$ cat src/hw/mdc_pkg.sv
package mdc_pkg;
    // register indices; byte address is four times the index
    localparam logic [7:0] IDX_CONTROL = 8'h26;
    localparam logic [7:0] IDX_FLAG    = 8'h27;
    localparam logic [7:0] IDX_LOAD    = 8'h28;
    localparam logic [7:0] IDX_COUNT   = 8'h29;
    localparam logic [7:0] IDX_CAPSYS  = 8'h2a;
    localparam logic [7:0] IDX_IRQ_ST  = 8'h2b;
    localparam logic [7:0] IDX_IRQ_MSK = 8'h2c;
    localparam logic [7:0] IDX_HOLD0   = 8'h30;
    localparam int         NUM_CHAN    = 4;
    localparam int         ADDR_LSB    = 2;

    // control field positions
    localparam int CTL_FORCE_LATCH = 4;
    localparam int CTL_FORCE_LOAD  = 3;
    localparam int CTL_ENABLE      = 2;
    localparam int CTL_PRESC_HI    = 1;
    localparam int CTL_PRESC_LO    = 0;
    // capture system control field positions
    localparam int CAP_LATCH_MODE  = 0;
    localparam int CAP_BUFFER_EN   = 1;
    localparam int CAP_PRECISION   = 2;
    // flag and interrupt bit positions
    localparam int FLG_ZERO        = 7;
    localparam int IRQ_ZERO        = 0;
    localparam int IRQ_LATCH       = 1;

    localparam logic [15:0] COUNT_PRESET  = 16'hffff;
    localparam logic [15:0] COUNT_ZERO    = 16'h0000;
    localparam logic [15:0] COUNT_ONE     = 16'h0001;
    localparam logic [15:0] LOAD_RESET    = 16'hffff;
    localparam logic [7:0]  BYTE_RESET    = 8'h00;
    localparam logic [1:0]  IRQ_RESET     = 2'h0;
    localparam logic [3:0]  PRESC_ZERO    = 4'h0;
    localparam logic [31:0] WORD_ZERO     = 32'h0000_0000;

    // prescaler terminal counts for divide by 1, 4, 8, 16
    localparam logic [3:0]  PRESC_LAST_1  = 4'h0;
    localparam logic [3:0]  PRESC_LAST_4  = 4'h3;
    localparam logic [3:0]  PRESC_LAST_8  = 4'h7;
    localparam logic [3:0]  PRESC_LAST_16 = 4'hf;
endpackage
$ cat src/hw/mdc_modulus_ctrl.sv
// Register access over Wishbone was left to the implementer.
`timescale 1ns/1ps
`default_nettype none
// Functional notes
// - force-latch in buffered latch mode copies channels and accumulators.
// - every forced latch clears the pulse accumulators that were latched.
// - writing zero to force-latch does nothing; it always reads zero.
// - force-load while enabled reloads count and resets the prescaler.
// - writing zero to force-load does nothing; it always reads zero.
// - while disabled the counter stops and count holds 0xffff.
// - prescale select 00,01,10,11 divides by 1,4,8,16 with precision off.
// - a new prescale rate takes effect only at the next reload.
// - flag bit 7 clears on write one, zero leaves it, always readable.
module mdc_modulus_ctrl
    import mdc_pkg::*;
(
    input  wire logic        ref_clk_in,      // bus clock, 125 MHz
    input  wire logic        rst_in,          // async reset, active high
    input  wire logic        wb_cyc_in,       // wishbone cycle
    input  wire logic        wb_stb_in,       // wishbone strobe
    input  wire logic        wb_we_in,        // wishbone write enable
    input  wire logic [7:0]  wb_adr_in,       // byte address
    input  wire logic [3:0]  wb_sel_in,       // byte lane selects
    input  wire logic [31:0] wb_dat_in,       // write data
    output logic      [31:0] wb_dat_out,      // read data
    output logic             wb_ack_out,      // wishbone acknowledge
    input  wire logic [63:0] capture_chan_in, // channels 0..3, 16 bit each
    input  wire logic [31:0] pulse_acc_in,    // accumulators 0..3, 8 bit each
    input  wire logic        precision_tick_in, // tick when precision on
    output logic             pulse_acc_clear_out, // clear accumulators
    output logic             irq_out          // level interrupt
);

    function automatic logic [3:0] presc_last(input logic [1:0] sel);
        case (sel)
            2'h0:    presc_last = PRESC_LAST_1;
            2'h1:    presc_last = PRESC_LAST_4;
            2'h2:    presc_last = PRESC_LAST_8;
            default: presc_last = PRESC_LAST_16;
        endcase
    endfunction

    // 8-bit registers sit in the low byte, upper bits read as zero
    function automatic logic [31:0] zext8(input logic [7:0] b);
        zext8 = {24'h000000, b};
    endfunction

    logic [7:0]  ctl_reg;
    logic [7:0]  capsys_reg;
    logic        flag_reg;
    logic [15:0] load_reg;
    logic [15:0] count_reg;
    logic [3:0]  presc_reg;
    logic [3:0]  presc_last_reg;
    logic [1:0]  irq_st_reg;
    logic [1:0]  irq_msk_reg;
    logic        ack_reg;
    logic [31:0] dat_reg;
    logic        acc_clr_reg;
    logic        irq_reg;
    logic [15:0] hold_cap_reg [NUM_CHAN];
    logic [7:0]  hold_acc_reg [NUM_CHAN];

    // bus decode
    wire logic [7:0] idx      = {2'h0, wb_adr_in[7:ADDR_LSB]};
    wire logic       req      = wb_cyc_in & wb_stb_in;
    wire logic       acc_edge = req & ack_reg;
    wire logic       wr_lo    = acc_edge & wb_we_in & wb_sel_in[0];
    wire logic       wr_hi    = acc_edge & wb_we_in & wb_sel_in[1];
    wire logic       rd_edge  = acc_edge & ~wb_we_in;
    wire logic       sel_ctl  = (idx == IDX_CONTROL);
    wire logic       sel_flg  = (idx == IDX_FLAG);
    wire logic       sel_load = (idx == IDX_LOAD);
    wire logic       sel_cnt  = (idx == IDX_COUNT);
    wire logic       sel_cap  = (idx == IDX_CAPSYS);
    wire logic       sel_ist  = (idx == IDX_IRQ_ST);
    wire logic       sel_msk  = (idx == IDX_IRQ_MSK);
    wire logic       sel_hold = (idx[7:2] == IDX_HOLD0[7:2]);
    wire logic [1:0] hold_ch  = idx[1:0];

    // register write strobes and the status clear-on-read strobe
    wire logic       wr_ctl   = wr_lo & sel_ctl;
    wire logic       wr_flg   = wr_lo & sel_flg;
    wire logic       wr_cap   = wr_lo & sel_cap;
    wire logic       wr_msk   = wr_lo & sel_msk;
    wire logic       wr_ld_l  = wr_lo & sel_load;
    wire logic       wr_ld_h  = wr_hi & sel_load;
    wire logic       clr_ist  = rd_edge & sel_ist;

    // strobes decoded from the write data
    // enable is the stored bit: a write that sets enable and force-load
    // together only starts the counter, it does not reload it
    wire logic       enabled  = ctl_reg[CTL_ENABLE];
    wire logic [1:0] rate_sel = ctl_reg[CTL_PRESC_HI:CTL_PRESC_LO];
    wire logic       force_latch = wr_ctl & wb_dat_in[CTL_FORCE_LATCH]
                                 & capsys_reg[CAP_LATCH_MODE]
                                 & capsys_reg[CAP_BUFFER_EN];
    wire logic       force_load  = wr_ctl & wb_dat_in[CTL_FORCE_LOAD]
                                 & enabled;

    // prescaled tick; precision option bypasses the local divider
    // precision ticks arrive as one-cycle pulses on this clock
    wire logic       presc_wrap = (presc_reg == presc_last_reg);
    wire logic       presc_clr  = ~enabled | force_load | presc_wrap;
    wire logic [3:0] presc_inc  = presc_reg + 4'h1;
    wire logic       tick       = capsys_reg[CAP_PRECISION]
                                ? precision_tick_in : presc_wrap;
    wire logic       at_zero    = (count_reg == COUNT_ZERO);
    wire logic       auto_load  = enabled & tick & at_zero;
    wire logic       reload     = force_load | auto_load;
    // flag on the step from one to zero only; reload at zero never flags
    wire logic       hits_zero  = enabled & tick & ~force_load
                                & (count_reg == COUNT_ONE);

    wire logic [15:0] count_next =
        ~enabled  ? COUNT_PRESET :
        reload    ? load_reg :
        tick      ? count_reg - COUNT_ONE :
                    count_reg;

    // set wins over clear so a zero reached during the clearing write
    // is never lost
    wire logic       flag_clr  = wr_flg & wb_dat_in[FLG_ZERO];
    wire logic       flag_next = hits_zero | (flag_reg & ~flag_clr);

    wire logic [1:0] irq_evt     = {force_latch, hits_zero};
    wire logic [1:0] irq_st_next = irq_evt | (irq_st_reg & ~{2{clr_ist}});
    wire logic [1:0] irq_pend    = irq_st_next & irq_msk_reg;

    // read data, one word per register
    wire logic [7:0]  ctl_rd  = {5'h00, ctl_reg[CTL_ENABLE],
                                 rate_sel};
    wire logic [31:0] rd_ctl  = zext8(ctl_rd);
    wire logic [31:0] rd_flg  = zext8({flag_reg, 7'h00});
    wire logic [31:0] rd_cap  = zext8(capsys_reg);
    wire logic [31:0] rd_load = {16'h0000, load_reg};
    wire logic [31:0] rd_cnt  = {16'h0000, count_reg};
    wire logic [31:0] rd_irq  = {30'h0, irq_st_reg};
    wire logic [31:0] rd_msk  = {30'h0, irq_msk_reg};
    // holding word: accumulator above the captured count
    wire logic [31:0] rd_hold = {8'h00, hold_acc_reg[hold_ch],
                                 hold_cap_reg[hold_ch]};
    wire logic [31:0] rd_word =
        sel_ctl  ? rd_ctl  :
        sel_flg  ? rd_flg  :
        sel_load ? rd_load :
        sel_cnt  ? rd_cnt  :
        sel_cap  ? rd_cap  :
        sel_ist  ? rd_irq  :
        sel_msk  ? rd_msk  :
        sel_hold ? rd_hold :
                   WORD_ZERO;

    // bus slave: ack one cycle after the request, dropped the next cycle
    always_ff @(posedge ref_clk_in or posedge rst_in) begin
        if (rst_in) begin
            ack_reg <= 1'b0;
        end else begin
            ack_reg <= req & ~ack_reg;
        end
    end

    // read word sampled every cycle; the master takes it with ack
    always_ff @(posedge ref_clk_in or posedge rst_in) begin
        if (rst_in) begin
            dat_reg <= WORD_ZERO;
        end else begin
            dat_reg <= rd_word;
        end
    end

    // control and configuration registers
    always_ff @(posedge ref_clk_in or posedge rst_in) begin
        if (rst_in) begin
            ctl_reg <= BYTE_RESET;
        end else if (wr_ctl) begin
            // strobe bits are never stored
            ctl_reg[CTL_ENABLE] <= wb_dat_in[CTL_ENABLE];
            ctl_reg[CTL_PRESC_HI:CTL_PRESC_LO] <=
                wb_dat_in[CTL_PRESC_HI:CTL_PRESC_LO];
        end
    end

    always_ff @(posedge ref_clk_in or posedge rst_in) begin
        if (rst_in) begin
            capsys_reg <= BYTE_RESET;
        end else if (wr_cap) begin
            capsys_reg <= wb_dat_in[7:0];
        end
    end

    always_ff @(posedge ref_clk_in or posedge rst_in) begin
        if (rst_in) begin
            irq_msk_reg <= IRQ_RESET;
        end else if (wr_msk) begin
            irq_msk_reg <= wb_dat_in[1:0];
        end
    end

    // load register, byte lanes written separately
    always_ff @(posedge ref_clk_in or posedge rst_in) begin
        if (rst_in) begin
            load_reg[7:0] <= LOAD_RESET[7:0];
        end else if (wr_ld_l) begin
            load_reg[7:0] <= wb_dat_in[7:0];
        end
    end

    always_ff @(posedge ref_clk_in or posedge rst_in) begin
        if (rst_in) begin
            load_reg[15:8] <= LOAD_RESET[15:8];
        end else if (wr_ld_h) begin
            load_reg[15:8] <= wb_dat_in[15:8];
        end
    end

    // down-counter and prescaler
    // preset while stopped so enabling never flags at once
    always_ff @(posedge ref_clk_in or posedge rst_in) begin
        if (rst_in) begin
            count_reg <= COUNT_PRESET;
        end else begin
            count_reg <= count_next;
        end
    end

    always_ff @(posedge ref_clk_in or posedge rst_in) begin
        if (rst_in) begin
            presc_reg <= PRESC_ZERO;
        end else if (presc_clr) begin
            presc_reg <= PRESC_ZERO;
        end else begin
            presc_reg <= presc_inc;
        end
    end

    // rate latched only at reload so a running period never
    // changes length midway
    always_ff @(posedge ref_clk_in or posedge rst_in) begin
        if (rst_in) begin
            presc_last_reg <= PRESC_LAST_1;
        end else if (reload) begin
            presc_last_reg <= presc_last(rate_sel);
        end
    end

    // flags and interrupt; set wins over clear
    always_ff @(posedge ref_clk_in or posedge rst_in) begin
        if (rst_in) begin
            flag_reg <= 1'b0;
        end else begin
            flag_reg <= flag_next;
        end
    end

    // status bits cleared by a read; an event in that cycle survives
    always_ff @(posedge ref_clk_in or posedge rst_in) begin
        if (rst_in) begin
            irq_st_reg <= IRQ_RESET;
        end else begin
            irq_st_reg <= irq_st_next;
        end
    end

    // irq registered so the pin never glitches while status settles
    always_ff @(posedge ref_clk_in or posedge rst_in) begin
        if (rst_in) begin
            irq_reg <= 1'b0;
        end else begin
            irq_reg <= |irq_pend;
        end
    end

    always_ff @(posedge ref_clk_in or posedge rst_in) begin
        if (rst_in) begin
            acc_clr_reg <= 1'b0;
        end else begin
            acc_clr_reg <= force_latch;
        end
    end

    // holding registers, one per capture channel
    // channels come from logic on this clock, so no synchroniser
    genvar ch;
    generate
        for (ch = 0; ch < NUM_CHAN; ch++) begin : g_hold
            wire logic [15:0] cap_w = capture_chan_in[ch*16 +: 16];
            wire logic [7:0]  acc_w = pulse_acc_in[ch*8 +: 8];
            always_ff @(posedge ref_clk_in or posedge rst_in) begin
                if (rst_in) begin
                    hold_cap_reg[ch] <= COUNT_ZERO;
                    hold_acc_reg[ch] <= BYTE_RESET;
                end else if (force_latch) begin
                    hold_cap_reg[ch] <= cap_w;
                    hold_acc_reg[ch] <= acc_w;
                end
            end
        end
    endgenerate

    assign wb_ack_out          = ack_reg;
    assign wb_dat_out          = dat_reg;
    assign irq_out             = irq_reg;
    assign pulse_acc_clear_out = acc_clr_reg;

endmodule
`default_nettype wire

$ cat config.mk
export PLATFORM = sky130hd
export DESIGN_NAME = mdc_modulus_ctrl
export DESIGN_NICKNAME = d
export VERILOG_FILES = /design/src/hw/mdc_pkg.sv /design/src/hw/mdc_modulus_ctrl.sv
export SDC_FILE = /design/constraint.sdc
export NUM_CORES = 1
export LEC_CHECK = 0
export CELL_PAD_IN_SITES_DETAIL_PLACEMENT = 1
export CELL_PAD_IN_SITES_GLOBAL_PLACEMENT = 1
export CORE_AREA = 2 2 141 143
export CTS_BUF_LIST = sky130_fd_sc_hd__clkbuf_16
export CTS_CLUSTER_DIAMETER = 120
export DETAILED_ROUTE_END_ITERATION = 8
export DIE_AREA = 0 0 143 145
export DONT_BUFFER_PORTS = 1
export PLACE_DENSITY_LB_ADDON = 0.1
export SETUP_SLACK_MARGIN = 0.2
export SYNTH_ARGS = -nofsm -noshare
export SYNTH_HDL_FRONTEND = slang
export SYNTH_SLANG_ARGS = --single-unit
export TNS_END_PERCENT = 100
$ cat constraint.sdc
create_clock -name ref_clk_in -period 6.7 [get_ports ref_clk_in]
set_input_delay 0.335 -clock ref_clk_in [delete_from_list [all_inputs] [get_ports ref_clk_in]]
set_output_delay 0.335 -clock ref_clk_in [all_outputs]
set_load 0.01 [all_outputs]
==> results by group, run 1 <==
Layout
  • Final net count: 761
  • Max FFs per register: 64
  • Design Area, Final: 9180 µm²
  • Layout cell share with drive strength beyond 1: 37.9%
  • Area grow syn2layout: 8.23%
  • Util after Layout: 47.8%
  • Layout fillers: 1932

CTS
  • CTS tree: done
  • CTS clk-pin slew, worst paths: 70 ps
  • Number of CTS-inserted buffers: 17
  • Clk_lat worst skew: 430 ps
  • Clock Sink Count: 178
  • Clock Root Buffer: clkbuf_16
  • Htree depth: 4
  • Clock Tree Buf Depth: 2
  • Cts repair resizes: 0

Global route
  • Number of global-route vias before repair: 5750
  • First-pass GRT wire length: 34.3 mm
  • Grt total ovfl: 0
  • Pin count of the biggest net entering global routing: 114
  • Initial antenna violation count: 7
  • GRT Total Usage: 21.9%

Routing
  • Post-Route WL: 21.4 mm
  • Drt first-iter violations: 340
  • Post-DR wirelength/cell: 24.1 µm
  • Number of vias per cell: 5.82
  • DRC: 0
  • Met1 WL: 9.12 mm
  • Post-route ant nets: 0
  • Uppermost routed layer: met5
  • Met3 WL: 1.32 mm
  • Via Count: 5183
  • Met2 WL: 10.6 mm
  • Pre-Repair DR Iteration Count: 4

STA
  • Final Hold Fails: 0
  • Max_slew headroom: 28.8%
  • Worst-margin pin slew: 1070 ps
  • Final period util: 47.7%
  • Clock period minus final worst setup slack: 3200 ps
  • Skew final: 8.26 ps
  • Count of pins over their slew limit: 0
  • Setup ws final: 3510 ps
  • Final TNS setup: 0 ps
  • Max Fclk: 0.313 GHz
  • Unrepaired setup endpoints after global routing: false
  • # setup viols final: 0

Synth
  • Seq/Total Area, Yosys: 53.0%
  • YS warnings: 0
  • Main synth FF type: dfrtp_1
  • Post-synth EDFFs: 0
  • Synth area leaders: dfrtp_1 43%, mux2_2 14%, dfstp_2 9.9%, mux4_2 6.4%, mux2_4 3.4%
  • Synth Register Bits: 178
  • FFs w/ async S/R, synth: 100%
  • Synth Instances: 623
  • Yosys top cell area share: 43.1%
  • Post-synth top cells: 146 x dfrtp_1, 105 x mux2_2, 33 x nand2_1
  • Avg Cell Area, Syn: 13.6 µm²
  • Post-synthesis cell area: 8480 µm²
  • Cell variety after synth: 70
  • Post-synth top area cell: dfrtp_1
  • Most frequent cell after synthesis: dfrtp_1

Flow run
  • Max-Cap Viols: 0

Setup path
  • Reg2Reg Depth: 5
  • CP peak stage delay: 840 ps
  • Crit end category: flip-flop
  • CP Max Fanout: 80
  • Setup Crit Path Kind: flip-flop to flip-flop
  • R2R setup slack: 3510 ps
  • R2r endpoint: hold_cap_reg[58]
  • Crit path launch type: flip-flop
  • CP most frequent cell: and4_1
  • Data required, critical path: 7010 ps
  • Crit-path cells: and4_1 > and4_1 > and4_4 > buf_4 > mux2_2
  • Crit path DAT: 3510 ps
  • Crit-path slowest cell: buf_4
  • CP delay by family, top: simple AND/OR/NAND/NOR gates
  • WP buf/inv: 1
  • Worst R2R Start: wb_ack_out

Power and ir drop
  • Maximum vdd drop: 172 µV
  • Cell Pwr Density: 264 nW/µm²
  • Tot Pwr: 2.43 mW
  • Leak: 4.26 nW

Floorplan
  • Die Ht: 145 µm
  • Initial core utilization: 44.2%
  • Row cnt: 51
  • I/O pin count: 181
  • DIE AREA: 20700 µm²
  • Die X: 143 µm
  • Core area: 19200 µm²

Placed design
  • Post-Place Worst Slack: 3540 ps
  • Post-DP HPWL: 14.8 mm
  • Gpl congestion: 0.776
  • DP Area: 8600 µm²
  • # port buffers: 0

Status
  • Status: completed

Min path
  • Worst Hold Class: input port to asynchronous set/reset pin
where the power goes:
group / internal [mW] / leakage [nW] / switching [mW]
logic: 0.115 / 1.67 / 0.139
clock network: 0.484 / 0.253 / 0.458
registers: 1.15 / 2.34 / 0.0818
total: 1.75 / 4.26 / 0.679
through the flow:
step | hold slack, ps | cells
3_5_place_dp | 454 | 855
2_1_floorplan | 443 | 630
5_1_grt | 18.2 | 889
3_3_place_gp | 445 | 855
4_1_cts | 4.70 | 888
6_report | 8.69 | 891
per-layer routing:
metal / GRT usage, % / up-vias
met4: 7.08 / 8
met3: 6.80 / 35
met5: 0 / -
li1: - / 2283
met1: 28.9 / 2725
met2: 34.5 / 132
cell type report:
type                    instances  area (µm²)  share of cell area (%)
diodes                          3        7.51                  0.0818
clock buffers                  17         425                    4.63
clock inverters                14         121                    1.32
inverters                      22        87.6                   0.954
multi-input cells             386        3660                    39.9
flip-flops and latches        178        4490                    49.0
well taps                     265         332                    3.61
repair buffers                  6        50.0                   0.545
cells by family after synthesis:
logic type                 Yosys count  synth area share [%]
and+or+nand+nor                    136                  9.09
other                                1                0.0442
DFF                                178                  53.0
muxes                              153                  24.3
buffers and inverters               66                  4.32
adders and majority gates            4                 0.590
xor gates and xnor gates             7                 0.723
AOI/OAI and AO/OA                   78                  7.97
how the worst max path moves through the flow:
stage,endpoint,depth (start not counted),from,slack [ps]
after floorplan,capsys_reg[0],1,rst_in,1590
after global placement,hold_cap_reg[9],5,wb_ack_out,3570
after detailed placement,hold_cap_reg[58],5,wb_ack_out,3540
after CTS,hold_cap_reg[58],5,wb_ack_out,3510
after global routing,hold_cap_reg[58],5,wb_ack_out,3370
final,hold_cap_reg[58],5,wb_ack_out,3510
worst register-to-register path: stages (launching register included):
cell and delay [ps]:
dfrtp_1 440, and4_1 350, and4_1 420, and4_4 490, buf_4 850, mux2_2 530
placed cells by master, fill, tap and decap left out, types with 5 or more instances in the layout:
cell and instances:
mux4_2 24, dfrtp_1 146, clkinvlp_4 5, mux2i_1 5, mux2_2 105, o211a_1 6, mux2_4 19, inv_1 21
nand2_1 33, a22oi_1 8, inv_6 6, nand3_1 16, a211o_1 9, o21ai_0 10, nor3_1 8, dfstp_2 32
nand4_1 8, nor2_1 26, o221a_2 6, clkbuf_16 17, conb_1 8, and2_1 10, a222oi_1 8
what timing repair did:
item                                   4_1_cts  5_1_grt
endpoints found under the hold margin        1        0
hold buffers                                 2        0
setup buffers                                0        0
setup endpoints to repair                    0        0
Power figures use the tool's default switching activity.
==> run 2: changes to the inputs <==
- ABC_AREA: default -> 1
- CORE_AREA: 2 2 141 143 -> 2 2 140 142
- DIE_AREA: 0 0 143 145 -> 0 0 142 144
- clock period: 6.7 -> 3 ns (I/O delays scaled with it)
==> run 2 against run 1 <==
- fmax grew 40%
- largest power group unchanged
- power rose by 110%
- largest cell class unchanged
- sequential share of layout area shrank 5.5 points
- wire length up 13%
==> results by group, run 2 <==
STA
  • Final Hold Fails: 0 (unchanged)
  • Max Fclk: 0.438 GHz (+40%)
  • Final TNS setup: 0 ps (unchanged)
  • Worst-margin pin slew: 1010 ps (-59.0 ps)
  • # setup viols final: 0 (unchanged)
  • Final period util: 76.1% (+28 points)
  • Count of pins over their slew limit: 0 (unchanged)
  • Skew final: 8.39 ps (+0.127 ps)
  • Hold WS: 54.7 ps (+46.0 ps)
  • Unrepaired setup endpoints after global routing: false
  • Max_slew headroom: 32.7% (+3.9 points)
  • Clock period minus final worst setup slack: 2280 ps (-913 ps)

Layout
  • Area grow syn2layout: 23.1%
  • # diodes: 0 (-3)
  • Util after Layout: 54.2% (+6.4 points)
  • Commonest non-fill, non-tap cells in the layout: 382 x nand2_1, 146 x dfrtp_1, 117 x dlygate4sd3_1, 107 x inv_1, 75 x o21ai_0
  • Layout fillers: 2259 (+17%)
  • Non-Filler Instances: 1375 (+54%)
  • Register area: 4490 µm² (unchanged)
  • Final net count: 1274 (+67%)
  • Layout cell share with drive strength beyond 1: 9.06% (-29 points)
  • Max FFs per register: 64 (unchanged)
  • Multi-input gate area: 3230 µm² (-12%)
  • Most common cell after layout, fill and taps aside: nand2_1

Routing
  • Uppermost routed layer: met4
  • Met1 WL: 10.8 mm (+19%)
  • Drt first-iter violations: 326 (-4.1%)
  • Post-Route WL: 24.3 mm (+13%)
  • Post-DR wirelength/cell: 17.7 µm (-27%)
  • Post-route ant nets: 0 (unchanged)
  • Number of vias per cell: 5.09 (-13%)
  • Via Count: 6992 (+35%)
  • Met2 WL: 12.2 mm (+15%)
  • Pre-Repair DR Iteration Count: 6 (+2)
  • Met3 WL: 921 µm (-30%)
  • DRC: 0 (unchanged)

Setup path
  • Crit path launch type: flip-flop
  • Data required, critical path: 3360 ps (-3650 ps)
  • CP delay by family, top: simple AND/OR/NAND/NOR gates
  • Crit path DAT: 2640 ps (-870 ps)
  • CP Max Fanout: 24 (-70%)
  • WP buf/inv: 2 (+1)
  • Crit end category: flip-flop
  • Crit-path slowest cell: nand2_2
  • Crit-path cells: inv_1 > nor2_2 > nand3_2 > nor2_8 > nand3_4 > nand2_2 > inv_1 > nand2_1 > nand2_1 > a21oi_1
  • R2R setup slack: 720 ps (-2790 ps)
  • Reg2Reg Depth: 10 (+5)
  • Levels on crit path: 10 (+5)
  • CP peak stage delay: 430 ps (-410 ps)
  • Setup Crit Path Kind: flip-flop to flip-flop

Global route
  • Number of global-route vias before repair: 7364 (+28%)
  • GRT Total Usage: 24.5% (+2.6 points)
  • Pin count of the biggest net entering global routing: 179 (+57%)
  • First-pass GRT wire length: 38.7 mm (+13%)
  • Grt total ovfl: 0 (unchanged)
  • Initial antenna violation count: 0 (-7)

Synth
  • Cell variety after synth: 42 (-40%)
  • YS warnings: 0 (unchanged)
  • Synth area leaders: dfrtp_1 43%, nand2_1 17%, dfstp_2 10%, inv_1 4.8%, o21ai_0 4.5%
  • Post-synthesis cell area: 8400 µm² (-0.93%)
  • Post-synth top cells: 382 x nand2_1, 146 x dfrtp_1, 108 x inv_1
  • Synth Register Bits: 178 (unchanged)
  • Most frequent cell after synthesis: nand2_1
  • Avg Cell Area, Syn: 8.27 µm² (-39%)
  • Post-synth EDFFs: 0 (unchanged)
  • Synth Instances: 1016 (+63%)
  • Main synth FF type: dfrtp_1
  • Seq/Total Area, Yosys: 53.5% (+0.50 points)
  • FFs w/ async S/R, synth: 100% (unchanged)
  • Post-synth top area cell: dfrtp_1
  • Yosys top cell area share: 43.5% (+0.40 points)

Floorplan
  • Row cnt: 51 (unchanged)
  • Die X: 142 µm (-0.70%)
  • DIE AREA: 20400 µm² (-1.4%)
  • I/O pin count: 181 (unchanged)
  • Die Ht: 144 µm (-0.69%)
  • Core area: 19100 µm² (-0.66%)
  • Initial core utilization: 44.0% (-0.12 points)

CTS
  • Clk_lat worst skew: 430 ps (about the same)
  • Number of CTS-inserted buffers: 17 (unchanged)
  • Clock Sink Count: 178 (unchanged)
  • Clock Tree Buf Depth: 2 (unchanged)
  • CTS clk-pin slew, worst paths: 70 ps (about the same)
  • Htree depth: 4 (unchanged)
  • CTS tree: done
  • Clock Root Buffer: clkbuf_16

Placed design
  • Gpl congestion: 0.786 (+1.3%)
  • Post-DP HPWL: 15.8 mm (+6.3%)
  • # port buffers: 0 (unchanged)
  • DP Cell Count: 1226 (+43%)

Power and ir drop
  • Maximum vdd drop: 364 µV (+110%)
  • Leak: 5.09 nW (+19%)
  • Cell Pwr Density: 482 nW/µm² (+82%)

Min path
  • Hold Path Stages: 3
  • Worst Hold Class: input port to flip-flop

Status
  • Status: completed

Flow run
  • Max-Cap Viols: 0 (unchanged)
[run 2: cell types whose count changed after synthesis, moves of 14 or more]
| cell | previous run | this run |
|---|---|---|
| mux2_2 | 105 | 8 |
| nand3_1 | 16 | 30 |
| nand2_1 | 33 | 382 |
| o21ai_0 | 10 | 75 |
| mux2_4 | 19 | 0 |
| o22ai_1 | 2 | 17 |
| mux4_2 | 24 | 0 |
| inv_1 | 22 | 108 |
| a21oi_1 | 1 | 23 |
[run 2: logic make-up after synthesis]
logic type                 synth area share (%)
xor gates and xnor gates                   1.56
and+or+nand+nor                            24.1
AOI/OAI and AO/OA                          10.7
DFF                                        53.5
muxes                                      1.07
buffers and inverters                      8.46
adders and majority gates                 0.596
other                                    0.0446
[run 2: routing by layer]
layer  track usage (%)  vias up
li1                  -     3422
met2              43.0      133
met1              31.0     3411
met4              6.47        0
met3              5.07       26
met5                 0        -
[run 2: final timing paths]
path	startpoint	end
max	wb_ack_out	count_reg[1]
min	wb_dat_in[3]	count_reg[5]
max reg2reg	wb_ack_out	count_reg[1]
min reg2reg	hold_acc_reg[9]	hold_acc_reg[9]
max in group asynchronous	rst_in	presc_reg[0]
min in group asynchronous	rst_in	hold_cap_reg[10]
[run 2: metrics by stage]
stage          instance area (µm²)  total power, mW  setup slack, ps
4_1_cts                      10300             5.03              656
5_1_grt                      10300             5.15              454
6_report                     10300             4.99              718
3_3_place_gp                  8580             2.62              759
2_1_floorplan                 8430             2.58              596
3_5_place_dp                  8580             2.62              697
[run 2: worst min-delay path: stages]
cell and delay (ps):
nand3_4 140, nand3_1 130, a21oi_1 60
[run 2: repair_timing]
action                    in CTS  in global routing
hold endpoints to repair     280                  0
hold buffers                 117                  0
gates resized for setup        0                  0
buffers inserted               0                  0
[run 2: area by class of cell]
cell class,instances,area share (%)
Tap cell,238,2.88
Sequential cell,178,43.4
Multi-Input combinational cell,685,31.2
Timing Repair Buffer,130,12.6
Clock buffer,17,4.11
Clock inverter,15,1.62
Inverter,112,4.12
[run 2: power by group]
group | internal (mW) | total (mW) | switching (mW)
combinational | 0.133 | 0.285 | 0.152
sequential | 2.41 | 2.42 | 0.0103
clock | 1.25 | 2.28 | 1.02
total | 3.80 | 4.99 | 1.19
==> run 3: changes to the inputs <==
- clock period: 3 -> 2.32 ns (I/O delays scaled with it)
==> run 3 against run 2 <==
- sequential share of layout area down 1.1 points
- worst setup slack worse by 370 ps
- critical path depth down 1
- sequential power up 29%
- power up 28%
- via count up 3.6%
- hold slack worse by 28 ps
- flip-flop and latch count unchanged
- combinational power up 36%
- die area unchanged
- largest power group unchanged
==> results by group, run 3 (same netlist as run 2, synthesis figures left out) <==
Status
  • Status: completed

Layout
  • Util after Layout: 55.6% (+1.4 points)
  • Area grow syn2layout: 26.3%
  • Commonest non-fill, non-tap cells in the layout: 382 x nand2_1, 146 x dfrtp_1, 119 x dlygate4sd3_1, 107 x inv_1, 75 x o21ai_0
  • Max FFs per register: 64 (unchanged)
  • Layout cell share with drive strength beyond 1: 10.9% (+1.8 points)
  • Layout fillers: 2233 (-1.2%)
  • Final net count: 1298 (+1.9%)
  • Design Area, Final: 10600 µm² (+2.6%)
  • Most common cell after layout, fill and taps aside: nand2_1

Global route
  • First-pass GRT wire length: 41.2 mm (+6.6%)
  • Grt total ovfl: 0 (unchanged)
  • GRT Total Usage: 26.4% (+1.9 points)
  • Pin count of the biggest net entering global routing: 69 (-61%)
  • Number of global-route vias before repair: 7774 (+5.6%)
  • Initial antenna violation count: 0 (unchanged)

Floorplan
  • Row cnt: 51 (unchanged)
  • DIE AREA: 20400 µm² (unchanged)
  • Die Ht: 144 µm (unchanged)
  • Core area: 19100 µm² (unchanged)
  • I/O pin count: 181 (unchanged)
  • Die X: 142 µm (unchanged)
  • Initial core utilization: 44.0% (unchanged)

Placed design
  • Post-DP HPWL: 16.5 mm (+4.9%)
  • Gpl congestion: 0.771 (-1.9%)
  • DP Area: 8690 µm² (+1.3%)
  • # port buffers: 0 (unchanged)

Min path
  • Hold Crit Start: wb_dat_in[3]
  • Hold Path Stages: 3 (unchanged)
  • Worst Hold End: presc_reg[2]
  • Worst Hold Class: input port to flip-flop

Setup path
  • CP delay by family, top: simple AND/OR/NAND/NOR gates
  • CP Max Fanout: 9 (-63%)
  • Data required, critical path: 2670 ps (-690 ps)
  • Crit path launch type: flip-flop
  • WP buf/inv: 3 (+1)
  • Crit path DAT: 2320 ps (-320 ps)
  • Crit-path slowest cell: dfrtp_1
  • Setup Crit Path Kind: flip-flop to flip-flop
  • R2r endpoint: hold_cap_reg[56]
  • Crit-path cells: inv_1 > nor2_4 > nand3_4 > nor2_8 > nand4_1 > bufinv_16 > buf_4 > nand2_1 > o21ai_0
  • Worst R2R Start: wb_ack_out
  • R2R setup slack: 340 ps (-370 ps)
  • CP peak stage delay: 420 ps (about the same)
  • Crit end category: flip-flop
  • Reg2Reg Depth: 9 (-1)

Power and ir drop
  • Maximum vdd drop: 472 µV (+30%)
  • Leak: 5.24 nW (+2.8%)
  • Cell Pwr Density: 602 nW/µm² (+25%)

CTS
  • Clock Tree Buf Depth: 2 (unchanged)
  • Htree depth: 4 (unchanged)
  • Clock Root Buffer: clkbuf_16
  • Number of CTS-inserted buffers: 17 (unchanged)
  • CTS clk-pin slew, worst paths: 80 ps (about the same)
  • CTS tree: done
  • Clock Sink Count: 178 (unchanged)
  • Clk_lat worst skew: 440 ps (about the same)

STA
  • Clock period minus final worst setup slack: 1980 ps (-305 ps)
  • Worst-margin pin slew: 627 ps (-383 ps)
  • Final Hold Fails: 0 (unchanged)
  • Skew final: 11.6 ps (+3.25 ps)
  • Final period util: 85.2% (+9.1 points)
  • Unrepaired setup endpoints after global routing: false
  • Hold WS: 27.0 ps (-27.7 ps)
  • Count of pins over their slew limit: 0 (unchanged)
  • # setup viols final: 0 (unchanged)
  • Max Fclk: 0.506 GHz (+15%)
  • Max_slew headroom: 58.0% (+25 points)

Flow run
  • Max-Cap Viols: 0 (unchanged)

Routing
  • Post-route ant nets: 0 (unchanged)
  • Number of vias per cell: 5.18 (+1.8%)
  • Post-Route WL: 26.3 mm (+8.4%)
  • Drt first-iter violations: 305 (-6.4%)
  • Pre-Repair DR Iteration Count: 4 (-2)
  • Post-DR wirelength/cell: 18.8 µm (+6.4%)
  • Via Count: 7247 (+3.6%)
  • DRC: 0 (unchanged)
run 3: cell count changes in the layout (fill, tap and decap cells not counted), moves of 2 or more:
cell / before / now
dlygate4sd3_1: 117 / 119
clkinvlp_4: 3 / 1
buf_12: 3 / 5
clkinv_4: 1 / 3
inv_8: 2 / 5
buf_4: 10 / 27
clkinv_8: 0 / 3
nand2_2: 2 / 0
run 3: worst min-delay path: stages:
cell,delay [ps]
nand2_1,90
nand3_1,170
nor2_1,50
run 3: how the worst max path moves through the flow:
stage	depth (start not counted)	startpoint	to
floorplan	1	rst_in	capsys_reg[0]
global placement	9	wb_ack_out	hold_cap_reg[6]
detailed placement	9	wb_ack_out	hold_acc_reg[16]
CTS	9	wb_ack_out	hold_acc_reg[16]
global route	9	wb_ack_out	hold_cap_reg[13]
finish	9	wb_ack_out	hold_cap_reg[56]
run 3: through the flow:
stage	std cells	setup slack, ps	TNS [ps]	total power, mW
3_3_place_gp	1237	197	0	3.40
3_5_place_dp	1237	129	0	3.41
2_1_floorplan	1023	-50.5	-7370	3.34
4_1_cts	1388	234	0	6.44
6_report	1400	343	0	6.40
5_1_grt	1399	183	0	6.62
run 3: what timing repair did:
item	CTS	global route
setup buffers	0	9
gates resized for setup	3	6
pin swaps	0	3
endpoints found under the hold margin	286	0
hold buffers	119	0
cloned	0	2
endpoints found under the setup margin	74	97
run 3: where the power goes:
group | internal, mW | total (mW) | switching, mW
logic | 0.182 | 0.388 | 0.206
registers | 3.12 | 3.13 | 0.0140
clock network | 1.45 | 2.87 | 1.43
run 3: routing by layer:
metal,vias to the layer above,track usage [%],wire length (µm)
li1,3472,-,-
met1,3582,32.4,11200
met2,165,46.9,13500
met3,28,5.56,1130
met4,0,7.74,512
met5,-,0,0
run 3: area by class of cell:
type | instances | area, µm² | area share, %
Timing Repair Buffer | 152 | 1510 | 14.2
Multi-Input combinational cell | 685 | 3260 | 30.7
Tap cell | 238 | 298 | 2.81
Sequential cell | 178 | 4490 | 42.3
Timing Repair inverter | 2 | 17.5 | 0.165
Clock inverter | 15 | 163 | 1.53
Antenna cell | 1 | 2.50 | 0.0236
Inverter | 112 | 450 | 4.24
Clock buffer | 17 | 425 | 4.01
